<file path="config.mk">
export PLATFORM = sky130hd
export DESIGN_NAME = gst_timer
export DESIGN_NICKNAME = d
export VERILOG_FILES = /design/src/gst_pkg.sv /design/src/gst_sync.sv /design/src/gst_timer.sv
export SDC_FILE = /design/constraint.sdc
export NUM_CORES = 1
export LEC_CHECK = 0
export BUFFER_PORTS_ARGS = -buffer_cell sky130_fd_sc_hd__buf_2
export CORE_MARGIN = 3
export CORE_UTILIZATION = 35
export CTS_CLUSTER_SIZE = 24
export DETAILED_ROUTE_END_ITERATION = 6
export PLACE_DENSITY = 0.55
export SLEW_MARGIN = 20
export SYNTH_ARGS = -nofsm -noshare
export SYNTH_HDL_FRONTEND = slang
export SYNTH_SLANG_ARGS = --single-unit
</file>
<file path="constraint.sdc">
create_clock -name i_clk -period 2.7 [get_ports i_clk]
set_clock_uncertainty 0.1 [all_clocks]
set_input_delay 0.27 -clock i_clk [delete_from_list [all_inputs] [get_ports i_clk]]
set_output_delay 0.27 -clock i_clk [all_outputs]
set_load 0.1 [all_outputs]
</file>
<file path="src/gst_pkg.sv">
// Shared constants and types of the gated sixteen-bit timer
`default_nettype none
package gst_pkg;
	localparam int GST_ADDR_W = 3;
	localparam int GST_DATA_W = 8;
	localparam int GST_COUNT_W = 16;

	// Register offsets
	localparam logic [2:0] GST_OFS_COUNT_LOW = 3'h0;
	localparam logic [2:0] GST_OFS_COUNT_HIGH = 3'h1;
	localparam logic [2:0] GST_OFS_TIMER_CTRL = 3'h2;
	localparam logic [2:0] GST_OFS_GATE_CTRL = 3'h3;
	localparam logic [2:0] GST_OFS_INT_STATUS = 3'h4;
	localparam logic [2:0] GST_OFS_INT_MASK = 3'h5;

	// timer_control_reg fields
	localparam int GST_TC_SRC_LSB = 6;
	localparam int GST_TC_PRE_LSB = 4;
	localparam int GST_TC_OSC_EN = 3;
	localparam int GST_TC_ASYNC = 2;
	localparam int GST_TC_RUN = 0;
	localparam logic [7:0] GST_TC_WMASK = 8'hFD;

	// gate_control_reg fields
	localparam int GST_GC_GATE_EN = 7;
	localparam int GST_GC_GATE_POL = 6;
	localparam int GST_GC_GATE_VAL = 2;
	localparam logic [7:0] GST_GC_WMASK = 8'hC0;

	// Interrupt status and mask fields
	localparam int GST_IRQ_OVF = 0;
	localparam int GST_IRQ_SPEC = 1;
	localparam int GST_IRQ_N = 2;

	// Reset values
	localparam logic [15:0] GST_RST_COUNT = 16'h0000;
	localparam logic [7:0] GST_RST_TIMER_CTRL = 8'h00;
	localparam logic [7:0] GST_RST_GATE_CTRL = 8'h00;
	localparam logic [1:0] GST_RST_IRQ = 2'h0;

	// Instruction cycle is four system clocks
	localparam int GST_INSTR_DIV = 4;

	typedef enum logic [1:0] {
		GST_SRC_INSTR,
		GST_SRC_SYS,
		GST_SRC_EXT,
		GST_SRC_LF
	} gst_src_e;
endpackage
`default_nettype wire

</file>
<file path="src/gst_sync.sv">
// Two-or-more flip-flop level synchroniser
`timescale 1ns/10ps
`default_nettype none
module gst_sync #(
	parameter int STAGES = 2
) (
	input wire logic i_clk,
	input wire logic i_sys_rst,
	input wire logic i_async,
	output logic o_sync
);
	logic [STAGES-1:0] chain;

	initial begin
		if (STAGES < 2) begin
			$error("gst_sync needs at least two stages");
		end
	end

	// Only the last stage leaves this module
	always_ff @(posedge i_clk) begin
		if (i_sys_rst) begin
			chain <= '0;
		end else begin
			chain <= {chain[STAGES-2:0], i_async};
		end
	end

	assign o_sync = chain[STAGES-1];
endmodule
`default_nettype wire

</file>
<file path="src/gst_timer.sv">
// Gated sixteen-bit timer/counter with register port and interrupt
`timescale 1ns/10ps
`default_nettype none
//////////////////////////////////////////////////////////////////////////////
// Functional notes
// RQ1: Sixteen-bit up counter seen as two bytes; byte writes load it at once.
// RQ2: Internal source makes a timer stepping once per instruction cycle.
// RQ3: Run off stops; run on counts; with gate enable counts while gate allows.
// RQ4: Source field and crystal enable pick LF, crystal, pin, sysclk, sysclk/4.
// RQ5: Internal source ticks pass a two-bit prescaler before the counter.
// RQ6: Undivided system clock source advances four counts per instruction cycle.
// RQ7: External input counts on each rising edge once counting is enabled.
// RQ8: External input counted aligned to instruction cycle or at once.
// RQ9: Counter mode needs a falling edge after enable, write or disable.
// RQ10: Overflow wakes from sleep only with external clock in async mode.
// RQ11: Count is the capture/compare time base; special event trigger is accepted.
// RQ12: Rollover from all ones sets a sticky overflow flag until cleared.
// RQ13: Prescaler pulses reach the counter only when enabled and, with gate enable set, gate active.
module gst_timer #(
	parameter int SYNC_STAGES = 2
) (
	input wire logic i_clk,
	input wire logic i_sys_rst,
	input wire logic [gst_pkg::GST_ADDR_W-1:0] i_addr,
	input wire logic [gst_pkg::GST_DATA_W-1:0] i_wdata,
	input wire logic i_wr,
	input wire logic i_rd,
	output logic [gst_pkg::GST_DATA_W-1:0] o_rdata,
	input wire logic i_ext_count_input,
	input wire logic i_crystal_in_pin,
	input wire logic i_low_freq_internal_osc,
	input wire logic i_gate_input_pin,
	input wire logic i_special_event,
	output logic [gst_pkg::GST_COUNT_W-1:0] o_time_base,
	output logic o_irq,
	output logic o_wake
);
	import gst_pkg::*;

	initial begin
		if (SYNC_STAGES < 2) begin
			$error("gst_timer needs at least two synchroniser stages");
		end
	end

	//////////////////////////////////////////////////////////////////////////
	// Declarations
	logic [15:0] count;
	logic [7:0] timer_control_reg;
	logic [7:0] gate_control_reg;
	logic [GST_IRQ_N-1:0] int_status;
	logic [GST_IRQ_N-1:0] int_mask;
	logic [1:0] instr_div;
	logic instr_tick;
	logic ext_sync;
	logic crystal_sync;
	logic lf_sync;
	logic gate_sync;
	logic ext_level;
	logic ext_prev;
	logic lf_prev;
	logic ext_armed;
	logic ext_pending;
	logic [2:0] pre_cnt;
	logic [2:0] pre_last;
	logic src_tick;
	logic pre_pulse;
	logic count_en;
	logic gate_active;
	logic step;
	logic wr_low;
	logic wr_high;
	logic byte_write;
	logic ext_src;
	logic ext_rise;
	logic ext_fall;
	logic lf_rise;
	logic ovf_event;
	logic spec_event;
	logic [7:0] next_rdata;
	gst_src_e src;
	logic run_enable;
	logic gate_enable;
	logic crystal_osc_enable;
	logic async_mode;
	logic [1:0] prescale;

	//////////////////////////////////////////////////////////////////////////
	// Field decode
	assign src = gst_src_e'(timer_control_reg[GST_TC_SRC_LSB+:2]);
	assign prescale = timer_control_reg[GST_TC_PRE_LSB+:2];
	assign crystal_osc_enable = timer_control_reg[GST_TC_OSC_EN];
	assign async_mode = timer_control_reg[GST_TC_ASYNC];
	assign run_enable = timer_control_reg[GST_TC_RUN];
	assign gate_enable = gate_control_reg[GST_GC_GATE_EN];

	assign wr_low = i_wr && (i_addr == GST_OFS_COUNT_LOW);
	assign wr_high = i_wr && (i_addr == GST_OFS_COUNT_HIGH);
	assign byte_write = wr_low || wr_high;

	//////////////////////////////////////////////////////////////////////////
	// Pin synchronisers
	gst_sync #(.STAGES(SYNC_STAGES)) u_sync_ext (
		.i_clk(i_clk),
		.i_sys_rst(i_sys_rst),
		.i_async(i_ext_count_input),
		.o_sync(ext_sync)
	);

	gst_sync #(.STAGES(SYNC_STAGES)) u_sync_crystal (
		.i_clk(i_clk),
		.i_sys_rst(i_sys_rst),
		.i_async(i_crystal_in_pin),
		.o_sync(crystal_sync)
	);

	gst_sync #(.STAGES(SYNC_STAGES)) u_sync_lf (
		.i_clk(i_clk),
		.i_sys_rst(i_sys_rst),
		.i_async(i_low_freq_internal_osc),
		.o_sync(lf_sync)
	);

	gst_sync #(.STAGES(SYNC_STAGES)) u_sync_gate (
		.i_clk(i_clk),
		.i_sys_rst(i_sys_rst),
		.i_async(i_gate_input_pin),
		.o_sync(gate_sync)
	);

	//////////////////////////////////////////////////////////////////////////
	// Instruction clock: one tick every four system clocks
	always_ff @(posedge i_clk) begin
		if (i_sys_rst) begin
			instr_div <= 2'h0;
		end else begin
			instr_div <= instr_div + 2'h1;
		end
	end

	assign instr_tick = (instr_div == 2'(GST_INSTR_DIV - 1));

	//////////////////////////////////////////////////////////////////////////
	// Edge detection on the synchronised inputs
	// Crystal enable steers the external path between the two pins
	assign ext_level = crystal_osc_enable ? crystal_sync : ext_sync; // see RQ4
	assign ext_src = (src == GST_SRC_EXT);

	always_ff @(posedge i_clk) begin
		if (i_sys_rst) begin
			ext_prev <= 1'b0;
			lf_prev <= 1'b0;
		end else begin
			ext_prev <= ext_level;
			lf_prev <= lf_sync;
		end
	end

	assign ext_rise = ext_level && !ext_prev; // see RQ7
	assign ext_fall = !ext_level && ext_prev;
	assign lf_rise = lf_sync && !lf_prev;

	// Disarmed while off or after a count write; a falling edge re-arms.
	// Also covers disabling high then enabling low, at the cost of
	// ignoring a falling edge seen while the timer was off.
	always_ff @(posedge i_clk) begin
		if (i_sys_rst) begin
			ext_armed <= 1'b0;
		end else if (!run_enable || byte_write) begin
			ext_armed <= 1'b0; // see RQ9
		end else if (ext_fall) begin
			ext_armed <= 1'b1; // see RQ9
		end
	end

	// Synchronous mode holds an edge until the next instruction cycle
	always_ff @(posedge i_clk) begin
		if (i_sys_rst) begin
			ext_pending <= 1'b0;
		end else if (byte_write || async_mode) begin
			ext_pending <= 1'b0;
		end else if (instr_tick) begin
			// An edge on the tick itself is counted at once, so never held too
			ext_pending <= 1'b0;
		end else if (ext_rise && ext_armed) begin
			ext_pending <= 1'b1; // see RQ8
		end
	end

	//////////////////////////////////////////////////////////////////////////
	// Source selection
	always_comb begin
		src_tick = 1'b0;
		unique case (src)
			GST_SRC_INSTR: src_tick = instr_tick; // see RQ2
			GST_SRC_SYS: src_tick = 1'b1; // see RQ6
			GST_SRC_EXT: begin
				if (async_mode) begin
					src_tick = ext_rise && ext_armed; // see RQ8
				end else begin
					src_tick = instr_tick && (ext_pending || (ext_rise && ext_armed));
				end
			end
			GST_SRC_LF: src_tick = lf_rise; // see RQ4
		endcase
	end

	//////////////////////////////////////////////////////////////////////////
	// Enable and gate
	assign gate_active = gate_sync ^ !gate_control_reg[GST_GC_GATE_POL];
	assign count_en = run_enable && (!gate_enable || gate_active); // see RQ3

	//////////////////////////////////////////////////////////////////////////
	// Prescaler 1:1, 1:2, 1:4, 1:8
	assign pre_last = 3'((4'h1 << prescale) - 4'h1);
	assign pre_pulse = src_tick && (pre_cnt >= pre_last); // see RQ5

	// Held while disabled so a gated window starts from a clean phase
	always_ff @(posedge i_clk) begin
		if (i_sys_rst || byte_write || !count_en) begin
			pre_cnt <= 3'h0;
		end else if (pre_pulse) begin
			pre_cnt <= 3'h0;
		end else if (src_tick) begin
			pre_cnt <= pre_cnt + 3'h1;
		end
	end

	assign step = pre_pulse && count_en; // see RQ13

	//////////////////////////////////////////////////////////////////////////
	// Counter
	assign spec_event = i_special_event;
	assign ovf_event = step && !byte_write && !spec_event && (count == 16'hFFFF);

	always_ff @(posedge i_clk) begin
		if (i_sys_rst) begin
			count <= GST_RST_COUNT;
		end else if (wr_low) begin
			count[7:0] <= i_wdata; // see RQ1
		end else if (wr_high) begin
			count[15:8] <= i_wdata; // see RQ1
		end else if (spec_event) begin
			count <= GST_RST_COUNT; // see RQ11
		end else if (step) begin
			count <= count + 16'h0001; // see RQ1
		end
	end

	// The live count is the capture/compare time base
	assign o_time_base = count; // see RQ11

	//////////////////////////////////////////////////////////////////////////
	// Control registers
	always_ff @(posedge i_clk) begin
		if (i_sys_rst) begin
			timer_control_reg <= GST_RST_TIMER_CTRL;
		end else if (i_wr && (i_addr == GST_OFS_TIMER_CTRL)) begin
			timer_control_reg <= i_wdata & GST_TC_WMASK;
		end
	end

	always_ff @(posedge i_clk) begin
		if (i_sys_rst) begin
			gate_control_reg <= GST_RST_GATE_CTRL;
		end else if (i_wr && (i_addr == GST_OFS_GATE_CTRL)) begin
			gate_control_reg <= i_wdata & GST_GC_WMASK;
		end
	end

	//////////////////////////////////////////////////////////////////////////
	// Interrupts: a new event wins over a clear in the same cycle
	always_ff @(posedge i_clk) begin
		if (i_sys_rst) begin
			int_status <= GST_RST_IRQ;
		end else begin
			if (i_wr && (i_addr == GST_OFS_INT_STATUS)) begin
				int_status <= int_status & ~i_wdata[GST_IRQ_N-1:0];
			end
			if (ovf_event) begin
				int_status[GST_IRQ_OVF] <= 1'b1; // see RQ12
			end
			if (spec_event) begin
				int_status[GST_IRQ_SPEC] <= 1'b1; // see RQ11
			end
		end
	end

	always_ff @(posedge i_clk) begin
		if (i_sys_rst) begin
			int_mask <= GST_RST_IRQ;
		end else if (i_wr && (i_addr == GST_OFS_INT_MASK)) begin
			int_mask <= i_wdata[GST_IRQ_N-1:0];
		end
	end

	always_ff @(posedge i_clk) begin
		if (i_sys_rst) begin
			o_irq <= 1'b0;
		end else begin
			o_irq <= |(int_status & int_mask);
		end
	end

	// Only the async external path keeps running without the system clock
	always_ff @(posedge i_clk) begin
		if (i_sys_rst) begin
			o_wake <= 1'b0;
		end else begin
			o_wake <= int_status[GST_IRQ_OVF] && int_mask[GST_IRQ_OVF] && ext_src
				&& async_mode; // see RQ10
		end
	end

	//////////////////////////////////////////////////////////////////////////
	// Read port
	always_comb begin
		next_rdata = 8'h00;
		unique case (i_addr)
			GST_OFS_COUNT_LOW: next_rdata = count[7:0];
			GST_OFS_COUNT_HIGH: next_rdata = count[15:8];
			GST_OFS_TIMER_CTRL: next_rdata = timer_control_reg;
			GST_OFS_GATE_CTRL: begin
				next_rdata = gate_control_reg;
				next_rdata[GST_GC_GATE_VAL] = gate_active;
			end
			GST_OFS_INT_STATUS: next_rdata = {6'h00, int_status};
			GST_OFS_INT_MASK: next_rdata = {6'h00, int_mask};
			default: next_rdata = 8'h00;
		endcase
	end

	always_ff @(posedge i_clk) begin
		if (i_sys_rst) begin
			o_rdata <= 8'h00;
		end else if (i_rd) begin
			o_rdata <= next_rdata;
		end else begin
			o_rdata <= 8'h00;
		end
	end
endmodule
`default_nettype wire

</file>
==> summary.txt, run 1 <==
Synth
  • Cell Area, Synth: 0.00284 sq mm
  • Ys async rst share: 0%
  • Sequential area share after synthesis: 39.4%
  • Synth Register Bits: 56
  • Cells after Synth: 311
  • Post-synth net total: 337
  • Library cells used by synthesis: 59
  • Main flop type after synthesis: dfxtp_1
  • Mapped Avg Cell Area: 9.14 sq um
  • EDFF count, synth: 0
  • Syn. warnings: 0

Finish
  • Area Overhead vs Synth: 14.6%
  • Max FFs per register: 16
  • Antenna cells: 0
  • Layout filler cell count: 811
  • Share of cells above drive strength 1: 23.4%
  • Nets: 375
  • Fin util: 41.7%

Detailed routing
  • DRT iter0 DRCs: 198
  • Drt drc: 0
  • Routed wl met3: 513 um
  • DR vias: 2406
  • DR WL met2: 3190 um
  • Via density: 5.32
  • Antenna-violating nets left: 0
  • Post-Route WL: 7440 um
  • M1 WL: 3590 um
  • Top layer in use: met4
  • First-pass DRT Iterations: 4
  • Wire length per cell: 16.5 um

Global route
  • First-pass GRT wire length: 12000 um
  • Pin count of the biggest net entering global routing: 38
  • Vias in the first global route: 2252
  • Total track usage: 16.9%
  • Grt ovf: 0
  • Initial antenna violation count: 0

STA
  • Max Fclk: 419 MHz
  • Tmin final: 2.39 ns
  • Count of final setup violators: 0
  • Crit share post-route: 88.4%
  • Endpoints failing hold: 0
  • Worst Tran Pin Value: 0.514 ns
  • Max-slew headroom: 65.7%
  • RSZ-0062 raised after global routing: false
  • TNS Setup: 0 ns
  • Slew Viols, Final: 0

Clock tree
  • Root Buffer: clkbuf_8
  • Max clock buf depth: 2
  • Clock Pin Slew Worst Setup and Hold Paths: 0.10 ns
  • Post-CTS sizing: 0
  • Num Clock Sinks: 56
  • Post-CTS Setup Repair Bufs: 0
  • H-tree lvl count: 2
  • Worst skew pair latency: 0.31 ns
  • TritonCTS buffer count: 5
  • CTS tree: yes
  • Post-cts hold buffer count: 0

Critical path
  • Critical path required time: 2.81 ns
  • Endpoint class of the critical path: register
  • CP arrival: 2.50 ns
  • Critical path class: register to register
  • R2R Path Start: timer_control_reg[4]
  • Crit start category: register
  • Critical path peak fanout: 6
  • Crit path from: timer_control_reg[4]

Flow run
  • Max-cap violations: 0

Run status
  • Status: finished, final reports clean

Floorplanning
  • Die area: 0.00924 sq mm
  • Num rows: 32
  • Die width: 96.1 um
  • Initial Util: 36.4%
  • Die H: 96.1 um
  • Core area: 0.00781 sq mm
  • IO Pins: 46

Placed design
  • Placed wire-length estimate: 5560 um
  • Buffers on Ports: 45
  • Placer Congestion: 0.924

Power
  • Peak VDD IR: 0.258 mV
  • P per Cell Area: 533 mW/mm^2
  • Total Power: 0.00174 W
  • Lkg Pwr: 1.27 nW

Worst hold path
  • Min-delay src: i_ext_count_input
  • Hold crit path type: input pin to register
[cell usage after synthesis (4+ instances only)]
master | number | area share, %
a21oi_1 | 22 | 3.9
a22oi_1 | 7 | 1.8
a311oi_1 | 5 | 1.5
buf_2 | 7 | 1.2
clkbuf_1 | 7 | 0.92
dfxtp_1 | 56 | 39
ha_1 | 6 | 2.6
inv_1 | 6 | 0.79
mux2i_1 | 14 | 4.9
mux4_2 | 5 | 4.0
nand2_1 | 21 | 2.8
nand2b_1 | 7 | 1.5
nand3_1 | 9 | 1.6
nor2_1 | 36 | 4.8
nor2b_1 | 15 | 3.3
nor3_1 | 7 | 1.2
o21ai_0 | 5 | 0.88
o31ai_1 | 6 | 1.6
or2_2 | 4 | 0.88
xnor2_1 | 5 | 1.5
xor2_1 | 5 | 1.5
[power breakdown]
part	internal [W]	switching, W
Combinational	0.0000828	0.000200
Clock	0.000303	0.000269
Sequential	0.000852	0.0000301
Total	0.00124	0.000499
[worst max-delay path, cell delays in order (launching register included)]
cell	delay (ns)
dfxtp_1	0.34
or2_2	0.30
ha_1	0.26
nand2b_1	0.14
a21o_1	0.18
a21oi_2	0.37
o31a_2	0.27
nor2_4	0.06
o221a_2	0.26
[through the flow]
step           instance area, sq um  hold slack [ns]  std cells  worst slack [ns]
4_1_cts                        3260           0.0551        452             0.314
5_1_grt                        3260           0.0727        452             0.160
3_3_place_gp                   3140            0.311        444             0.361
3_5_place_dp                   3140            0.311        444             0.331
2_1_floorplan                  2840            0.287        311             0.166
6_report                       3260           0.0606        452             0.313
[placed cells by master (no fill, tap or decap), types with 2 or more instances in the layout]
master and n:
o21ai_0 5, a21o_1 2, nor2_2 3, nand4_1 3, inv_1 6, nor2_1 36, nand2b_1 7, nand3_1 9
nand4b_1 2, nand2_1 21, xnor2_1 5, a21oi_1 22, o32ai_1 2, or2_2 4, o211ai_1 3, nor2b_1 15
and2_1 2, mux2i_1 14, a31oi_1 2, xor2_1 5, o31ai_1 6, ha_1 6, clkbuf_8 6, and3_1 3
nor3b_1 2, a211oi_1 2, nor4b_1 2, buf_2 45, a311oi_1 5, mux4_2 5, o221a_2 3, buf_4 4
nor3_1 7, dfxtp_1 56, a22oi_1 7
[area by class of cell]
cell class                 instances  area, sq um  area share (%)
multi-input combinational        231         1610            49.4
sequential                        56         1120            34.4
timing repair buffer              49          255            7.83
tap                              102          128            3.92
clock buffer                       6         82.6            2.53
clock inverter                     2         38.8            1.19
inverter                           6         22.5           0.691
[worst paths after layout]
| check | end | slack, ns | cells after the start |
|---|---|---|---|
| worst min-delay path | u_sync_ext.chain[0] | 0.06 | 2 |
| worst max-delay path | o_time_base[14] | 0.31 | 8 |
| worst max register to register | o_time_base[14] | 0.31 | 8 |
| worst min register to register | instr_div[0] | 0.32 | 1 |
[cell families (layout without fill, tap and decap cells)]
kind of cell | Yosys count | after routing | share of synthesized area, %
and+or+nand+nor | 125 | 125 | 23.5
AOI/OAI and AO/OA | 70 | 70 | 18.0
adders and majority gates | 6 | 6 | 2.64
muxes | 20 | 20 | 9.37
xor gates and xnor gates | 10 | 10 | 3.08
DFF | 56 | 56 | 39.4
buffers and inverters | 24 | 63 | 3.92
[layer usage]
metal  vias up  global-route usage (%)
li1       1198                       -
met1      1122                    25.6
met2        75                    24.0
met3        11                    3.36
met4         0                    4.98
met5         -                       0
(Power assumes the default switching activity.)
==> inputs of run 2 (changes only) <==
--- a/config.mk
+++ b/config.mk
@@ -11,6 +11,7 @@
 export CTS_CLUSTER_SIZE = 24
 export DETAILED_ROUTE_END_ITERATION = 6
 export PLACE_DENSITY = 0.55
+export REMOVE_ABC_BUFFERS = 1
 export SLEW_MARGIN = 20
 export SYNTH_ARGS = -nofsm -noshare
 export SYNTH_HDL_FRONTEND = slang
==> summary.txt, run 2 (synthesis results as in run 1) <==
Floorplanning
  • Core area: 0.00781 sq mm (unchanged)
  • Initial Util: 36.4% (unchanged)
  • Num rows: 32 (unchanged)
  • Die H: 96.1 um (unchanged)
  • IO Pins: 46 (unchanged)
  • Die area: 0.00924 sq mm (unchanged)
  • Die width: 96.1 um (unchanged)

STA
  • Fin Hold WS: 0.0628 ns (+0.00222 ns)
  • TNS Setup: 0 ns (unchanged)
  • Max Fclk: 419 MHz (about the same)
  • Worst Tran Pin Value: 0.520 ns (+0.00550 ns)
  • Max-slew headroom: 65.2% (-0.49 points)
  • RSZ-0062 raised after global routing: false
  • Count of final setup violators: 0 (unchanged)
  • Crit share post-route: 88.5% (about the same)
  • Tmin final: 2.39 ns (+0.00217 ns)
  • Slew Viols, Final: 0 (unchanged)
  • Endpoints failing hold: 0 (unchanged)

Global route
  • First-pass GRT wire length: 12600 um (+5.2%)
  • Grt ovf: 0 (unchanged)
  • Total track usage: 17.9% (+0.95 points)
  • Vias in the first global route: 2380 (+5.7%)
  • Pin count of the biggest net entering global routing: 38 (unchanged)
  • Initial antenna violation count: 0 (unchanged)

Finish
  • Most common cell after layout, fill and taps aside: dfxtp_1
  • Most frequent cells in the layout: dfxtp_1, buf_2, nor2_1
  • Area Overhead vs Synth: 14.3%
  • Antenna cells: 0 (unchanged)
  • Max FFs per register: 16 (unchanged)
  • Layout filler cell count: 784 (-3.3%)
  • Nets: 378 (+0.80%)
  • Share of cells above drive strength 1: 23.8% (+0.37 points)

Power
  • Lkg Pwr: 1.27 nW (-0.44%)
  • Clock Power Share: 28.2% (-4.8 points)
  • Sw Share: 31.0% (+2.3 points)
  • P per Cell Area: 501 mW/mm^2 (-6.0%)
  • Peak VDD IR: 0.221 mV (-15%)
  • Total Power: 0.00163 W (-6.3%)
  • Part of the power in registers: 54.3% (+3.5 points)
  • Pint: 0.00112 W (-9.4%)
  • Comb power frac: 17.5% (+1.2 points)
  • P_sw: 0.000505 W (+1.2%)

Clock tree
  • CTS tree: yes
  • TritonCTS buffer count: 5 (unchanged)
  • Post-cts hold buffer count: 0 (unchanged)
  • Post-CTS Setup Repair Bufs: 0 (unchanged)
  • Num Clock Sinks: 56 (unchanged)
  • Root Buffer: clkbuf_8
  • Clock Pin Slew Worst Setup and Hold Paths: 0.10 ns (about the same)
  • H-tree lvl count: 2 (unchanged)
  • Max clock buf depth: 2 (unchanged)
  • Worst skew pair latency: 0.31 ns (about the same)
  • Post-CTS sizing: 0 (unchanged)

Detailed routing
  • First-pass DRT Iterations: 4 (unchanged)
  • Drt drc: 0 (unchanged)
  • Via density: 5.45 (+2.4%)
  • Antenna-violating nets left: 0 (unchanged)
  • Post-Route WL: 7750 um (+4.2%)
  • DR vias: 2481 (+3.1%)
  • DRT iter0 DRCs: 179 (-9.6%)
  • Wire length per cell: 17.0 um (+3.5%)

Critical path
  • Critical path class: register to register
  • Endpoint class of the critical path: register
  • Critical path required time: 2.81 ns (about the same)
  • CP arrival: 2.50 ns (about the same)
  • Crit start category: register
  • Critical path peak fanout: 6 (unchanged)

Run status
  • Status: finished, final reports clean

Flow run
  • Max-cap violations: 0 (unchanged)

Worst hold path
  • Hold crit path type: input pin to register

Placed design
  • Buffers on Ports: 45 (unchanged)
  • Placed wire-length estimate: 5860 um (+5.3%)
  • Placer Congestion: 0.862 (-6.8%)
## run 2: changes by cell type in the layout (fill, tap and decap cells not counted), sizes merged
cell,before,now
buf,49,52
bufinv,1,0
clkinvlp,0,1
## run 2: per-stage QoR
stage | instances | area, sq um | utilization [%] | worst slack (ns)
finish | 455 | 3250 | 41.6 | 0.311
CTS | 455 | 3250 | 41.6 | 0.305
floorplan | 293 | 2750 | - | 0.153
detailed placement | 447 | 3160 | 40.5 | 0.319
global route | 455 | 3250 | 41.6 | 0.196
global placement | 447 | 3160 | 40.5 | 0.383
## run 2: layout make-up
class | instances | area, sq um | share of cell area [%]
clock buffer | 6 | 72.6 | 2.23
clock inverter | 2 | 16.3 | 0.501
inverter | 6 | 22.5 | 0.693
multi-input combinational | 231 | 1610 | 49.6
sequential | 56 | 1120 | 34.5
tap | 102 | 128 | 3.93
timing repair buffer | 52 | 278 | 8.55
## run 2: path summary, 6_finish.rpt
kind	start	depth (start not counted)	slack [ns]	to
worst min register to register	instr_div[0]	1	0.32	instr_div[0]
worst min-delay path	i_crystal_in_pin	2	0.06	u_sync_crystal.chain[0]
worst max-delay path	timer_control_reg[4]	8	0.31	o_time_base[14]
worst max register to register	timer_control_reg[4]	8	0.31	o_time_base[14]
## run 2: power by group through the flow
stage          Clock [W]  Sequential [W]  Combinational, W
3_5_place_dp           0        0.000903          0.000285
5_1_grt         0.000516        0.000888          0.000306
2_1_floorplan          0        0.000980          0.000110
4_1_cts         0.000477        0.000884          0.000286
6_report        0.000458        0.000884          0.000285
3_3_place_gp           0        0.000903          0.000284
## run 2: critical path, cell delays in order (launching register included)
cell,delay (ns)
dfxtp_1,0.34
or2_2,0.29
ha_1,0.27
nand2b_1,0.15
a21o_1,0.18
a21oi_2,0.36
o31a_2,0.26
nor2_4,0.06
o221a_2,0.26
## run 2: routing by layer
metal	vias up	routed length, um	GRT usage, %
met1	1179	3600	24.4
met3	15	454	3.52
met5	-	0	0
met4	0	176	6.40
li1	1210	-	-
met2	77	3520	27.9
